$ cat src/include/lps_consts.svh
`ifndef LPS_CONSTS_SVH
`define LPS_CONSTS_SVH

// ----------------------------------------
// timing
// ----------------------------------------
`define LPS_CLK_PERIOD_NS 100
`define LPS_GRANT_DELAY_CLKS 8'h14
`define LPS_PLL_SETTLE_US 30
`define LPS_PLL_SETTLE_CLKS ((`LPS_PLL_SETTLE_US * 1000 + `LPS_CLK_PERIOD_NS - 1) / `LPS_CLK_PERIOD_NS)
`define LPS_CNT_W 12

// ----------------------------------------
// event vector bit positions
// ----------------------------------------
`define LPS_EV_SMI 0
`define LPS_EV_INIT 1
`define LPS_EV_LINT0 2
`define LPS_EV_LINT1 3
`define LPS_EV_BUSINT 4
`define LPS_EV_W 5

`endif

$ cat src/include/lps_pkg.sv
`include "lps_consts.svh"
`default_nettype none

package lps_pkg;

  // ----------------------------------------
  // power states
  // ----------------------------------------
  typedef enum logic [2:0] {
    st_normal,
    st_halt,
    st_grant_wait,
    st_stop_grant,
    st_snoop,
    st_sleep,
    st_deep_sleep,
    st_pll_settle
  } pstate_e;

  // ----------------------------------------
  // wake and bus events, active high
  // ----------------------------------------
  typedef struct packed {
    logic bus_int;
    logic lint1;
    logic lint0;
    logic init;
    logic smi;
  } events_s;

  // ----------------------------------------
  // buffer power controls
  // ----------------------------------------
  typedef struct packed {
    logic data_in_en;
    logic addr_ctl_in_en;
  } buf_en_s;

endpackage

`default_nettype wire

$ cat src/core/low_power_state_controller.sv
`timescale 1ns/1ps
`default_nettype none
`include "lps_consts.svh"

module low_power_state_controller (
  input wire logic clk, // front-side bus clock
  input wire logic resetn, // async processor reset, active low
  input wire logic ce, // clock enable
  input wire logic halt_exec, // core executed halt, pulse
  input wire logic stop_clock_request_n, // pin, active low
  input wire logic sleep_request_n, // pin, active low
  input wire logic deep_sleep_request_n, // pin, active low
  input wire logic sys_mgmt_interrupt_n, // pin, active low
  input wire logic init_request_n, // pin, active low
  input wire logic [1:0] local_interrupt_lines, // pins, active high
  input wire logic bus_int_msg, // bus interrupt message, pulse
  input wire logic snoop_seen, // snoop or interrupt transaction start
  input wire logic snoop_done, // snoop serviced or interrupt latched
  input wire logic grant_ack_resp, // response phase of grant cycle done
  input wire logic interrupt_enable_flag, // core interrupt enable
  input wire logic data_buffer_power_n, // pin, active low
  input wire logic priority_bus_request_n, // pin, active low
  output logic grant_ack_req, // issue grant acknowledge cycle
  output logic core_clk_en, // internal clocks running
  output logic wake_service, // pulse: service pending events
  output lps_pkg::events_s wake_events, // events to service
  output logic pending_break_n, // pin, active low
  output logic power_status_n, // pin, active low
  output lps_pkg::buf_en_s buf_en, // input buffer enables
  output lps_pkg::pstate_e state // current state
);

  // ----------------------------------------
  // pin synchronisers
  // ----------------------------------------
  logic [8:0] pin_raw;
  logic [8:0] pin_s;

  assign pin_raw = {stop_clock_request_n, sleep_request_n, deep_sleep_request_n,
                    sys_mgmt_interrupt_n, init_request_n, local_interrupt_lines,
                    data_buffer_power_n, priority_bus_request_n};

  lps_sync2 #(
    .W(9),
    .INIT(9'h1f3)
  ) u_sync (
    .clk(clk),
    .resetn(resetn),
    .ce(ce),
    .d(pin_raw),
    .q(pin_s)
  );

  logic stop_clock_request_n_act;
  logic slp_act;
  logic deep_sleep_request_n_act;
  logic smi_act;
  logic init_act;
  logic [1:0] lint_act;
  logic data_buffer_power_n_act;
  logic priority_bus_request_n_act;

  // decode active-low pins to active high
  assign stop_clock_request_n_act = !pin_s[8];
  assign slp_act = !pin_s[7];
  assign deep_sleep_request_n_act = !pin_s[6];
  assign smi_act = !pin_s[5];
  assign init_act = !pin_s[4];
  assign lint_act = pin_s[3:2];
  assign data_buffer_power_n_act = !pin_s[1];
  assign priority_bus_request_n_act = !pin_s[0];

  // ----------------------------------------
  // event edge detection
  // ----------------------------------------
  logic [3:0] lvl_q;
  lps_pkg::events_s ev_now;

  // previous levels for rising edges
  always_ff @(posedge clk or negedge resetn)
  begin
    if (!resetn)
      lvl_q <= 4'h0;
    else if (ce)
      lvl_q <= {lint_act, init_act, smi_act};
  end

  assign ev_now.smi = smi_act && !lvl_q[0];
  assign ev_now.init = init_act && !lvl_q[1];
  assign ev_now.lint0 = lint_act[0] && !lvl_q[2];
  assign ev_now.lint1 = lint_act[1] && !lvl_q[3];
  assign ev_now.bus_int = bus_int_msg;

  // ----------------------------------------
  // state machine
  // ----------------------------------------
  lps_pkg::pstate_e state_q;
  lps_pkg::pstate_e state_d;
  lps_pkg::pstate_e snoop_ret_q;
  logic from_halt_q;
  logic [7:0] grant_cnt_q;
  logic grant_resp_q;
  logic [`LPS_CNT_W-1:0] settle_cnt_q;
  logic latch_en;
  logic consume;
  lps_pkg::events_s pend;

  localparam logic [`LPS_CNT_W-1:0] SETTLE_CLKS = `LPS_CNT_W'(`LPS_PLL_SETTLE_CLKS);

  // next-state decode
  always_comb
  begin
    state_d = state_q;
    case (state_q)
      lps_pkg::st_normal:
      begin
        if (stop_clock_request_n_act)
          state_d = lps_pkg::st_grant_wait;
        else if (halt_exec)
          state_d = lps_pkg::st_halt;
      end
      lps_pkg::st_halt:
      begin
        if (stop_clock_request_n_act)
          state_d = lps_pkg::st_grant_wait;
        else if (snoop_seen)
          state_d = lps_pkg::st_snoop;
        else if (|ev_now)
          state_d = lps_pkg::st_normal;
      end
      lps_pkg::st_grant_wait:
      begin
        if (grant_resp_q && grant_cnt_q == `LPS_GRANT_DELAY_CLKS)
          state_d = lps_pkg::st_stop_grant;
      end
      lps_pkg::st_stop_grant:
      begin
        if (!stop_clock_request_n_act)
          state_d = from_halt_q ? lps_pkg::st_halt : lps_pkg::st_normal;
        else if (slp_act)
          state_d = lps_pkg::st_sleep;
        else if (snoop_seen)
          state_d = lps_pkg::st_snoop;
      end
      lps_pkg::st_snoop:
      begin
        if (snoop_done)
          state_d = snoop_ret_q;
      end
      lps_pkg::st_sleep:
      begin
        if (deep_sleep_request_n_act)
          state_d = lps_pkg::st_deep_sleep;
        else if (!slp_act)
          state_d = lps_pkg::st_stop_grant;
      end
      lps_pkg::st_deep_sleep:
      begin
        if (!deep_sleep_request_n_act)
          state_d = lps_pkg::st_pll_settle;
      end
      lps_pkg::st_pll_settle:
      begin
        if (settle_cnt_q == SETTLE_CLKS)
          state_d = lps_pkg::st_sleep;
      end
      default:
        state_d = lps_pkg::st_normal;
    endcase
  end

  // state register; reset initialises to normal, also from sleep
  always_ff @(posedge clk or negedge resetn)
  begin
    if (!resetn)
      state_q <= lps_pkg::st_normal;
    else if (ce)
      state_q <= state_d;
  end

  // snoop return state and halt origin
  always_ff @(posedge clk or negedge resetn)
  begin
    if (!resetn)
    begin
      snoop_ret_q <= lps_pkg::st_stop_grant;
      from_halt_q <= 1'b0;
    end
    else if (ce)
    begin
      if (state_q != lps_pkg::st_snoop && state_d == lps_pkg::st_snoop)
        snoop_ret_q <= state_q;
      if (state_q == lps_pkg::st_halt && state_d == lps_pkg::st_grant_wait)
        from_halt_q <= 1'b1;
      else if (state_q == lps_pkg::st_normal)
        from_halt_q <= 1'b0;
    end
  end

  // grant cycle response then 20-clock count
  always_ff @(posedge clk or negedge resetn)
  begin
    if (!resetn)
    begin
      grant_resp_q <= 1'b0;
      grant_cnt_q <= 8'h00;
    end
    else if (ce)
    begin
      if (state_q != lps_pkg::st_grant_wait)
      begin
        grant_resp_q <= 1'b0;
        grant_cnt_q <= 8'h00;
      end
      else if (!grant_resp_q)
        grant_resp_q <= grant_ack_resp;
      else if (grant_cnt_q != `LPS_GRANT_DELAY_CLKS)
        grant_cnt_q <= grant_cnt_q + 8'h01;
    end
  end

  // pll settling count after deep sleep
  always_ff @(posedge clk or negedge resetn)
  begin
    if (!resetn)
      settle_cnt_q <= '0;
    else if (ce)
    begin
      if (state_q != lps_pkg::st_pll_settle)
        settle_cnt_q <= '0;
      else if (settle_cnt_q != SETTLE_CLKS)
        settle_cnt_q <= settle_cnt_q + `LPS_CNT_W'(1);
    end
  end

  // ----------------------------------------
  // event latching and service
  // ----------------------------------------
  // latch only in grant states and in a snoop from stop-grant, never in sleep or deep sleep
  assign latch_en = (state_q == lps_pkg::st_grant_wait) || (state_q == lps_pkg::st_stop_grant)
                    || (state_q == lps_pkg::st_snoop && snoop_ret_q == lps_pkg::st_stop_grant);
  assign consume = (state_q == lps_pkg::st_normal) && |pend;

  lps_event_latch u_latch (
    .clk(clk),
    .resetn(resetn),
    .ce(ce),
    .capture(latch_en),
    .ev(ev_now),
    .consume(consume),
    .pending(pend)
  );

  // one-shot service of latched events in normal
  always_ff @(posedge clk or negedge resetn)
  begin
    if (!resetn)
    begin
      wake_service <= 1'b0;
      wake_events <= '0;
    end
    else if (ce)
    begin
      wake_service <= consume;
      wake_events <= consume ? pend : '0;
    end
  end

  // ----------------------------------------
  // pin outputs
  // ----------------------------------------
  // pending break, regardless of interrupt enable flag
  always_ff @(posedge clk or negedge resetn)
  begin
    if (!resetn)
      pending_break_n <= 1'b1;
    else if (ce)
      pending_break_n <= !((state_q == lps_pkg::st_stop_grant) && |pend);
  end

  // power status follows deep sleep
  always_ff @(posedge clk or negedge resetn)
  begin
    if (!resetn)
      power_status_n <= 1'b1;
    else if (ce)
      power_status_n <= !(state_d == lps_pkg::st_deep_sleep);
  end

  // buffer enables and core clock
  always_ff @(posedge clk or negedge resetn)
  begin
    if (!resetn)
    begin
      buf_en <= '0;
      core_clk_en <= 1'b1;
    end
    else if (ce)
    begin
      buf_en.data_in_en <= data_buffer_power_n_act;
      buf_en.addr_ctl_in_en <= priority_bus_request_n_act;
      core_clk_en <= !(state_d == lps_pkg::st_sleep || state_d == lps_pkg::st_deep_sleep
                       || state_d == lps_pkg::st_pll_settle);
    end
  end

  // grant request held until response phase
  assign grant_ack_req = (state_q == lps_pkg::st_grant_wait) && !grant_resp_q;
  assign state = state_q;

  // interrupt enable flag only gates servicing in the core
  logic unused_ok;
  assign unused_ok = interrupt_enable_flag;

endmodule // low_power_state_controller

`default_nettype wire

$ cat src/core/lps_sync2.sv
`timescale 1ns/1ps
`default_nettype none

// ----------------------------------------
// two-stage synchroniser, per bit
// ----------------------------------------
module lps_sync2 #(
  parameter int W = 1,
  parameter logic [W-1:0] INIT = '0
) (
  input wire logic clk, // system clock
  input wire logic resetn, // async reset
  input wire logic ce, // clock enable
  input wire logic [W-1:0] d, // async input
  output logic [W-1:0] q // synchronised output
);

  logic [W-1:0] meta_q;

  genvar i;
  generate
    for (i = 0; i < W; i++)
    begin : g_bit
      // two flops per bit
      always_ff @(posedge clk or negedge resetn)
      begin
        if (!resetn)
        begin
          meta_q[i] <= INIT[i];
          q[i] <= INIT[i];
        end
        else if (ce)
        begin
          meta_q[i] <= d[i];
          q[i] <= meta_q[i];
        end
      end
    end
  endgenerate

endmodule // lps_sync2

`default_nettype wire

$ cat src/core/lps_event_latch.sv
`timescale 1ns/1ps
`default_nettype none
`include "lps_consts.svh"

// ----------------------------------------
// sticky latch for wake events
// ----------------------------------------
module lps_event_latch (
  input wire logic clk, // system clock
  input wire logic resetn, // async reset
  input wire logic ce, // clock enable
  input wire logic capture, // latch enable
  input wire lps_pkg::events_s ev, // event pulses
  input wire logic consume, // service latched events
  output lps_pkg::events_s pending // latched events
);

  logic [`LPS_EV_W-1:0] pend_q;

  genvar i;
  generate
    for (i = 0; i < `LPS_EV_W; i++)
    begin : g_ev
      // one occurrence per event; set wins over consume
      always_ff @(posedge clk or negedge resetn)
      begin
        if (!resetn)
          pend_q[i] <= 1'b0;
        else if (ce)
        begin
          if (capture && ev[i])
            pend_q[i] <= 1'b1;
          else if (consume)
            pend_q[i] <= 1'b0;
        end
      end
    end
  endgenerate

  assign pending = lps_pkg::events_s'(pend_q);

endmodule // lps_event_latch

`default_nettype wire

$ cat config.mk
export PLATFORM = sky130hd
export DESIGN_NAME = low_power_state_controller
export DESIGN_NICKNAME = d
export VERILOG_FILES = /design/src/include/lps_pkg.sv /design/src/core/low_power_state_controller.sv /design/src/core/lps_sync2.sv /design/src/core/lps_event_latch.sv
export VERILOG_INCLUDE_DIRS = /design/src /design/src/include
export SDC_FILE = /design/constraint.sdc
export NUM_CORES = 1
export LEC_CHECK = 0
export BUFFER_PORTS_ARGS = -buffer_cell sky130_fd_sc_hd__buf_4
export CAP_MARGIN = 20
export CORE_MARGIN = 2
export CORE_UTILIZATION = 28
export CTS_BUF_LIST = sky130_fd_sc_hd__clkbuf_16
export CTS_CLUSTER_SIZE = 28
export DETAILED_ROUTE_END_ITERATION = 8
export GPL_TIMING_DRIVEN = 0
export HOLD_SLACK_MARGIN = 0.06
export PLACE_DENSITY = 0.48
export SETUP_SLACK_MARGIN = 0.15
export SYNTH_ARGS = -nofsm -noshare
export SYNTH_HDL_FRONTEND = slang
export SYNTH_SLANG_ARGS = --single-unit
$ cat constraint.sdc
create_clock -name clk -period 4 [get_ports clk]
set_input_delay 0.4 -clock clk [delete_from_list [all_inputs] [get_ports clk]]
set_output_delay 0.4 -clock clk [all_outputs]
set_load 0.01 [all_outputs]
==> reports/qor.yml, run 1 <==
run_status: "finished, final reports clean"
wl_per_cell_um: 14.4
cts_buffers: 9
cts_resized: 0
slew_viol_final: 0
viasPerCell: 4.59
timing.critical_path.required_ns: 4.26
synth.top_cells.by_count: "dfrtp_1 (47), nor2_1 (31), nand2_1 (28)"
timing.final.crit_share: 0.573
wirelength_um: 7010
drc_errors: 0
die_y_um: 110
drt_iter0_drc: 84
cts_setup_buffers: 0
async_flop_share: 1.00
drive_gt1_frac: 0.267
cts.sinks: 66
p_total_mw: 2.24
power.density_nw_per_um2: 589
start_util: 0.288
nets: 365
yosys_register_bits: 66
synth_top_area_frac: 0.373
path_class: "flop to flop"
syn_area_sq_um: 3150
h-tree-depth: 3
final_hold_viol_count: 0
synth_edf_count: 0
num_vias: 2240
setup_tns_ns: 0
rows: 38
p_leak_nw: 1.61
cts_tree: "yes"
path_max_fanout: 6
worstSetupEndpointType: "flop"
drv_cap: 0
grt_max_degree: 67
drt-pass1-iter-count: 4
tightest_slew_ns: 0.852
syn_avg_cell_area_sq_um: 10.4
io_pins: 33
grt-ovfl-total: 0
cp_data_arrival_time_ns: 2.55
grt_pass1_vias: 2269
yosys_warnings: 0
synthCells: 302
grt_pass1_wl_um: 11700
cp_slowest_cell: "dfstp_2"
seqCellArea_sq_um: 1680
clk_latency_ns: 0.33
yosys.cell_count.top_type: "dfrtp_1"
dieArea_sq_um: 12100
multi_input_area_sq_um: 1350
io_buffer_count: 30
crit_family: "simple AND/OR/NAND/NOR gates"
ant_nets: 0
cp_cell_sequence: "inv_2, or4_1, o41ai_2, a311oi_2, nand4b_4, mux2_4"
worstSetupStartpointType: "flop"
clock.fmax_mhz: 436
ys_seq_area_frac: 0.531
rsz0062_at_grt: "false"
synth_fp_nets: 324
synth_top_cell_by_area: "dfrtp_1"
die_x_um: 110
finClkSkew_ns: 0.00538
gp_congestion: 0.815
hold_buffers: 0
antenna_found_initial: 0
clock_path_buffers: 2
synth_top_flop_cell: "dfrtp_1"
setup_viol: 0
slew_headroom: 0.432
cts_root_buf: "clkbuf_16"
synth.distinct_cells: 52
syn_to_final_growth_pct: 20.8
antenna_cells: 0
ir_worst_vdd_mv: 0.329
grt_util_all_layers: 0.128
core-area_sq_um: 10900
dp_hpwl_um: 4800
cts.clk_slew.worst_paths_ns: 0.05
fillers: 1179
critPathMaxStageDelay_ns: 0.59
ys_top_cells_by_area: "dfrtp_1 (37%), dfstp_2 (16%), mux2_2 (6.4%), nor2_1 (3.7%), nand2_1 (3.3%)"
min_period_ns: 2.29
crit_buf_inv: 1
hp-class: "input pin to async pin"
==> stage by stage <==
stage | hold WS [ns] | instances | worst slack, ns | utilization | instance area, sq um
after global routing | 0.258 | 488 | 1.64 | 0.348 | 3810
after global placement | 0.465 | 472 | 1.57 | 0.325 | 3550
after CTS | 0.218 | 488 | 1.71 | 0.348 | 3810
after floorplan | 0.104 | 302 | 1.90 | - | 3150
final | 0.185 | 488 | 1.71 | 0.348 | 3810
after detailed placement | 0.461 | 472 | 1.55 | 0.325 | 3550
==> layout by cell type (no fill, tap or decap), types with 2 or more instances in the layout <==
cell and instances:
xnor2_1 11, mux2_2 18, o21ai_1 3, nand4b_1 2
buf_1 3, nand4_1 4, dfstp_2 19, nor2b_1 2
nor3_1 8, clkinv_1 2, or3_1 3, nand3_1 10
nor4_1 2, clkbuf_16 9, ha_1 4, or4_1 2
inv_1 22, dfrtp_1 47, mux2i_1 4, nand2_1 28
o21ai_0 21, clkinv_2 3, nor3b_1 3, a21oi_1 11
buf_4 31, nand2b_1 5, and2_1 2, xor2_1 3
o31ai_1 2, buf_2 2, nor2_1 31, clkbuf_1 6
nor4bb_1 2, inv_2 2
==> final cells by class <==
type / count / area share
Clock buffer: 9 / 0.0591
Clock inverter: 7 / 0.00788
Sequential cell: 66 / 0.440
Inverter: 22 / 0.0217
Tap cell: 140 / 0.0460
Multi-Input combinational cell: 202 / 0.353
Buffer: 12 / 0.0135
Timing Repair Buffer: 30 / 0.0591
==> kinds of logic (layout without fill, tap and decap cells) <==
group,Yosys count,after routing,share of synthesized area
XOR/XNOR,14,14,0.0389
AO/OA/AOI/OAI,49,49,0.103
multiplexers,23,23,0.0817
buffers and inverters,34,80,0.0424
flip-flops,66,66,0.531
AND/OR/NAND/NOR,112,112,0.187
adder cells (fa/ha/maj),4,4,0.0159
==> flip-flops by register name (all words and copies together), names as in the netlist <==
| signal | cells |
|---|---|
| buf_en | 2 |
| core_clk_en | 1 |
| from_halt_q | 1 |
| grant_cnt_q | 8 |
| grant_resp_q | 1 |
| lvl_q | 4 |
| pending_break_n | 1 |
| power_status_n | 1 |
| settle_cnt_q | 12 |
| snoop_ret_q | 3 |
| state | 3 |
| u_latch.pending | 5 |
| u_sync.meta_q | 9 |
| u_sync.q | 9 |
| wake_events | 5 |
| wake_service | 1 |
==> metal layers <==
| layer | part of all wire | vias up | GRT usage |
|---|---|---|---|
| met5 | 0 | - | 0 |
| met4 | 0.012 | 0 | 0.0348 |
| met1 | 0.51 | 1067 | 0.182 |
| li1 | - | 1118 | - |
| met3 | 0.054 | 11 | 0.0453 |
| met2 | 0.43 | 44 | 0.182 |
==> where the power goes <==
| part | leakage (nW) | internal [mW] | total [mW] | switching, mW |
|---|---|---|---|---|
| sequential | 0.810 | 0.830 | 0.946 | 0.116 |
| combinational | 0.664 | 0.269 | 0.613 | 0.344 |
| clock | 0.136 | 0.406 | 0.685 | 0.278 |
| total | 1.61 | 1.51 | 2.24 | 0.738 |
==> final timing paths <==
path | from | to | slack (ns) | depth (start not counted)
worst max register to register | u_sync.q[8]$_DFFE_PN1P_ | snoop_ret_q[1]$_DFFE_PN1P_ | 1.71 | 6
worst max-delay path | u_sync.q[8]$_DFFE_PN1P_ | snoop_ret_q[1]$_DFFE_PN1P_ | 1.71 | 6
min in group clk | data_buffer_power_n | u_sync.meta_q[1]$_DFFE_PN1P_ | 0.30 | 2
worst min register to register | lvl_q[0]$_DFFE_PN0P_ | u_latch.pending[0]$_DFFE_PN0P_ | 0.47 | 1
max in group asynchronous | resetn | grant_cnt_q[3]$_DFFE_PN0P_ | 3.27 | 1
worst min-delay path | resetn | buf_en[0]$_DFFE_PN0P_ | 0.19 | 1
(Power assumes the default switching activity.)
==> run 2: changes to the inputs <==
Settings changed: ABC_AREA set to 1.
Clock period 4 ns to 2.15 ns, I/O delays scaled along.
==> reports/qor.yml, run 2 <==
ir_worst_vdd_mv: 0.371
async_flop_share: 1.00
cp_data_arrival_time_ns: 1.99
worstSetupEndpointType: "flop"
power.density_nw_per_um2: 1060
min_period_ns: 1.77
cts_root_buf: "clkbuf_16"
top_register: "settle_cnt_q"
io_buffer_count: 31
syn_avg_cell_area_sq_um: 8.18
drc_errors: 0
h-tree-depth: 3
design_area_sq_um: 4090
grt-ovfl-total: 0
setup_viol: 0
viasPerCell: 4.58
grt_util_all_layers: 0.137
final_hold_viol_count: 0
dp.cells: 590
clock_path_buffers: 2
synth.top_cells.by_count: "nand2_1 (120), dfrtp_1 (47), inv_1 (43)"
fin_ws_ns: 0.382
synth_top_flop_cell: "dfrtp_1"
synth_fp_nets: 434
setup_tns_ns: 0
rows: 40
dpl-instance-area_sq_um: 3790
run_status: "finished, final reports clean"
critPathMaxStageDelay_ns: 0.45
grt_pass1_wl_um: 14200
worstSetupStartpointType: "flop"
synthCells: 412
io_pins: 33
ys_top_cells_by_area: "dfrtp_1 (35%), dfstp_2 (15%), nand2_1 (13%), inv_1 (4.8%), o21ai_0 (3.9%)"
die_x_um: 114
largest_register_ffs: 12
ant_nets: 0
clock.fmax_mhz: 566
yosys.cell_count.top_type: "nand2_1"
hp-class: "input pin to flop"
grt_pass1_vias: 2832
synth_top_cell_by_area: "dfrtp_1"
cp_slowest_cell: "dfrtp_2"
path_class: "flop to flop"
dieArea_sq_um: 12900
slew_viol_final: 0
mostFrequentLayoutCell: "nand2_1"
drive_gt1_frac: 0.224
drt-pass1-iter-count: 4
die_y_um: 114
p_total_mw: 4.35
cts_buffers: 9
nets: 477
cts_tree: "yes"
timing.critical_path.required_ns: 2.37
wirelength_um: 7900
clk_latency_ns: 0.33
core-area_sq_um: 11900
num_vias: 2779
yosys_warnings: 0
hold_ws_ns: 0.0899
grt_max_degree: 67
drt_iter0_drc: 197
antenna_cells: 0
cts.sinks: 66
ys_seq_area_frac: 0.497
top_regs: "settle_cnt_q x12, u_sync.meta_q x9, u_sync.q x9"
final_cells: 607
syn_area_sq_um: 3370
start_util: 0.284
path_common_cell: "nand2_1"
p_leak_nw: 1.89
dp_hpwl_um: 5620
synth_edf_count: 0
dp_slack_ns: 0.326
synth.distinct_cells: 39
yosys_register_bits: 66
wl_per_cell_um: 13.0
synth_top_area_frac: 0.349
syn_to_final_growth_pct: 21.3
cp_cell_sequence: "inv_1, ha_1, nand2_1, nor2_1, nand3_2, nand2_1, inv_1, nor2_2, nand2_1, nand2_2, nand3_2, nand2_1, inv_1"
antenna_found_initial: 0
cts.clk_slew.worst_paths_ns: 0.06
rsz0062_at_grt: "false"
drv_cap: 0
slew_headroom: 0.437
layout_common_cells: "nand2_1 (120), dfrtp_1 (46), inv_1 (44)"
timing.final.crit_share: 0.822
path_max_fanout: 7
tightest_slew_ns: 0.845
finClkSkew_ns: 0.00448
utilization: 0.345
gp_congestion: 0.858
-- run 2: cell types whose count changed after synthesis, moves of 6 or more --
cell     delta
nand4_1    +10
nand3_1    +13
o21ai_1     +6
nand2_2     +6
nand2_1    +92
xnor2_1     -8
mux2_2     -18
inv_1      +23
-- run 2: logic make-up (layout without fill, tap and decap cells) --
group | count (synthesis) | count (layout) | synth area share
buffers and inverters | 62 | 110 | 0.0735
adder cells (fa/ha/maj) | 4 | 4 | 0.0148
AO/OA/AOI/OAI | 57 | 57 | 0.0998
XOR/XNOR | 6 | 6 | 0.0156
AND/OR/NAND/NOR | 217 | 217 | 0.299
flip-flops | 66 | 66 | 0.497
-- run 2: report_power, final --
| group | switching, mW | internal (mW) | total, mW |
|---|---|---|---|
| clock network | 0.545 | 0.883 | 1.43 |
| registers | 0.158 | 1.51 | 1.66 |
| logic | 0.797 | 0.462 | 1.26 |
-- run 2: final cells by class --
class / instances / area, sq um
clock buffers: 9 / 225
fillers: 1269 / 7770
inverters: 51 / 194
plain buffers: 11 / 53.8
well taps: 147 / 184
flip-flops and latches: 66 / 1680
multi-input cells: 284 / 1450
repair buffers: 32 / 243
clock inverters: 7 / 61.3
-- run 2: critical path, delay by kind of cell (launching register included) --
kind	cells	cell delay [ns]
and+or+nand+nor	9	0.87
adders and majority gates	1	0.14
buffers and inverters	3	0.19
DFF	1	0.45
-- run 2: metal layers --
layer,share of wire,track usage
met5,0,0
met4,0.014,0.0488
met3,0.031,0.0324
met2,0.47,0.218
met1,0.48,0.183
-- run 2: path summary, 6_finish.rpt --
kind | start | end | slack (ns) | depth (start not counted)
max | settle_cnt_q[0]$_DFFE_PN0P_ | snoop_ret_q[2]$_DFFE_PN0P_ | 0.38 | 13
min | local_interrupt_lines[1] | u_sync.meta_q[3]$_DFFE_PN0P_ | 0.09 | 3
max reg2reg | settle_cnt_q[0]$_DFFE_PN0P_ | snoop_ret_q[2]$_DFFE_PN0P_ | 0.38 | 13
min in group asynchronous | resetn | state[2]$_DFFE_PN0P_ | 0.55 | 2
min reg2reg | u_sync.meta_q[0]$_DFFE_PN1P_ | u_sync.meta_q[0]$_DFFE_PN1P_ | 0.46 | 2
max in group asynchronous | resetn | settle_cnt_q[0]$_DFFE_PN0P_ | 1.01 | 2
-- run 2: repair_timing --
action                                  4_1_cts  5_1_grt
resized for setup                             0        2
buffers inserted                              0        0
hold buffers                                  1        0
endpoints found under the setup margin        0        3
endpoints found under the hold margin        47        0
==> run 3: changes to the inputs <==
Clock period 2.15 ns to 1.8 ns, I/O delays scaled along.
==> reports/qor.yml, run 3 (same netlist as run 2, synthesis figures left out) <==
final_hold_viol_count: 0
crit_buf_inv: 2
cp_cell_sequence: "inv_2, buf_4, nor3_1, nand4_1, xor2_1, o31ai_1"
layout_common_cells: "nand2_1 (112), buf_4 (44), dfrtp_1 (44)"
start_util: 0.284
run_status: "finished, final reports clean"
min_period_ns: 1.62
p_leak_nw: 2.02
top_register: "settle_cnt_q"
dp_slack_ns: -0.0238
grt_util_all_layers: 0.138
cts_buffers: 9
dieArea_sq_um: 12900
path_max_fanout: 3
top_regs: "settle_cnt_q x12, u_sync.meta_q x9, u_sync.q x9"
clock_path_buffers: 2
grt-ovfl-total: 0
timing.critical_path.required_ns: 2.03
grt_max_degree: 67
wl_per_cell_um: 13.2
slew_viol_final: 0
setup_tns_ns: 0
setup_viol: 0
dp.cells: 590
clock.fmax_mhz: 619
drt_iter0_drc: 164
hp-class: "input pin to flop"
h-tree-depth: 3
holdPathStages: 3
rsz0062_at_grt: "true"
ir_worst_vdd_mv: 0.473
cts.sinks: 66
drive_gt1_frac: 0.310
io_buffer_count: 31
clk_latency_ns: 0.33
drv_cap: 0
grt_pass1_wl_um: 14300
cp_slowest_cell: "nor3_1"
crit_cells: 6
finClkSkew_ns: 0.00454
dp_hpwl_um: 5620
gp_congestion: 0.858
timing.final.crit_share: 0.897
ant_nets: 0
hold_ws_ns: 0.121
die_y_um: 114
cts_tree: "yes"
cp_data_arrival_time_ns: 1.84
wirelength_um: 8280
largest_register_ffs: 12
slew_headroom: 0.429
rows: 40
io_pins: 33
p_total_mw: 5.52
syn_to_final_growth_pct: 31.0
num_vias: 2891
antenna_found_initial: 0
r2r.worst_path.cells: 6
worstSetupEndpointType: "flop"
cts_root_buf: "clkbuf_16"
nets: 498
die_x_um: 114
fin_ws_ns: 0.185
power.density_nw_per_um2: 1250
fillers: 1241
path_class: "flop to flop"
crit_family: "simple AND/OR/NAND/NOR gates"
drc_errors: 0
critPathMaxStageDelay_ns: 0.42
mostFrequentLayoutCell: "nand2_1"
final_cells: 628
antenna_cells: 0
drt-pass1-iter-count: 4
grt_pass1_vias: 2874
viasPerCell: 4.60
cts.clk_slew.worst_paths_ns: 0.06
core-area_sq_um: 11900
worstSetupStartpointType: "flop"
tightest_slew_ns: 0.856
==> run 3: cell types whose count changed in the layout (fill, tap and decap cells not counted), sizes merged <==
cell         change
buf             +12
dlygate4sd3      +9
==> run 3: final timing paths <==
path,start,end,slack [ns]
worst max-delay path,grant_cnt_q[1]$_DFFE_PN0P_,grant_cnt_q[7]$_DFFE_PN0P_,0.18
worst min-delay path,grant_ack_resp,grant_resp_q$_DFFE_PN0P_,0.12
worst max register to register,grant_cnt_q[1]$_DFFE_PN0P_,grant_cnt_q[7]$_DFFE_PN0P_,0.18
worst min register to register,u_sync.meta_q[0]$_DFFE_PN1P_,u_sync.meta_q[0]$_DFFE_PN1P_,0.46
max in group asynchronous,resetn,settle_cnt_q[0]$_DFFE_PN0P_,0.68
min in group asynchronous,resetn,grant_cnt_q[5]$_DFFE_PN0P_,0.52
==> run 3: stage by stage <==
stage,instance area (sq um),util
after floorplan,3370,-
after global placement,3790,0.319
after detailed placement,3790,0.319
after CTS,4250,0.358
after global routing,4420,0.372
final,4420,0.372
==> run 3: timing repair <==
item | CTS | global route
buffers inserted | 6 | 6
pin swaps | 8 | 20
endpoints found under the hold margin | 56 | 0
hold buffers | 10 | 0
gates resized for setup | 11 | 41
endpoints found under the setup margin | 15 | 17
==> run 3: per-layer routing <==
layer	wire length, um	track usage	vias to the layer above
li1	-	-	1459
met1	3980	0.184	1388
met5	0	0	-
met4	110	0.0488	0
met2	3930	0.221	36
met3	263	0.0324	8
==> run 3: cell type report <==
type,count,area (sq um),share of cell area
flip-flops and latches,66,1680,0.380
multi-input cells,284,1590,0.359
repair buffers,53,423,0.0958
clock buffers,9,225,0.0510
inverters,51,196,0.0445
well taps,147,184,0.0416
clock inverters,7,61.3,0.0139
plain buffers,11,61.3,0.0139
==> run 3: worst min-delay path, cell delays in order <==
cell and delay (ns):
buf_4 0.08, a21oi_1 0.05, nor2_1 0.10
==> run 3: power breakdown <==
group	switching [mW]	leakage (nW)	internal, mW
Combinational	1.10	1.06	0.721
Sequential	0.188	0.815	1.80
Clock	0.651	0.138	1.05
Total	1.94	2.02	3.58
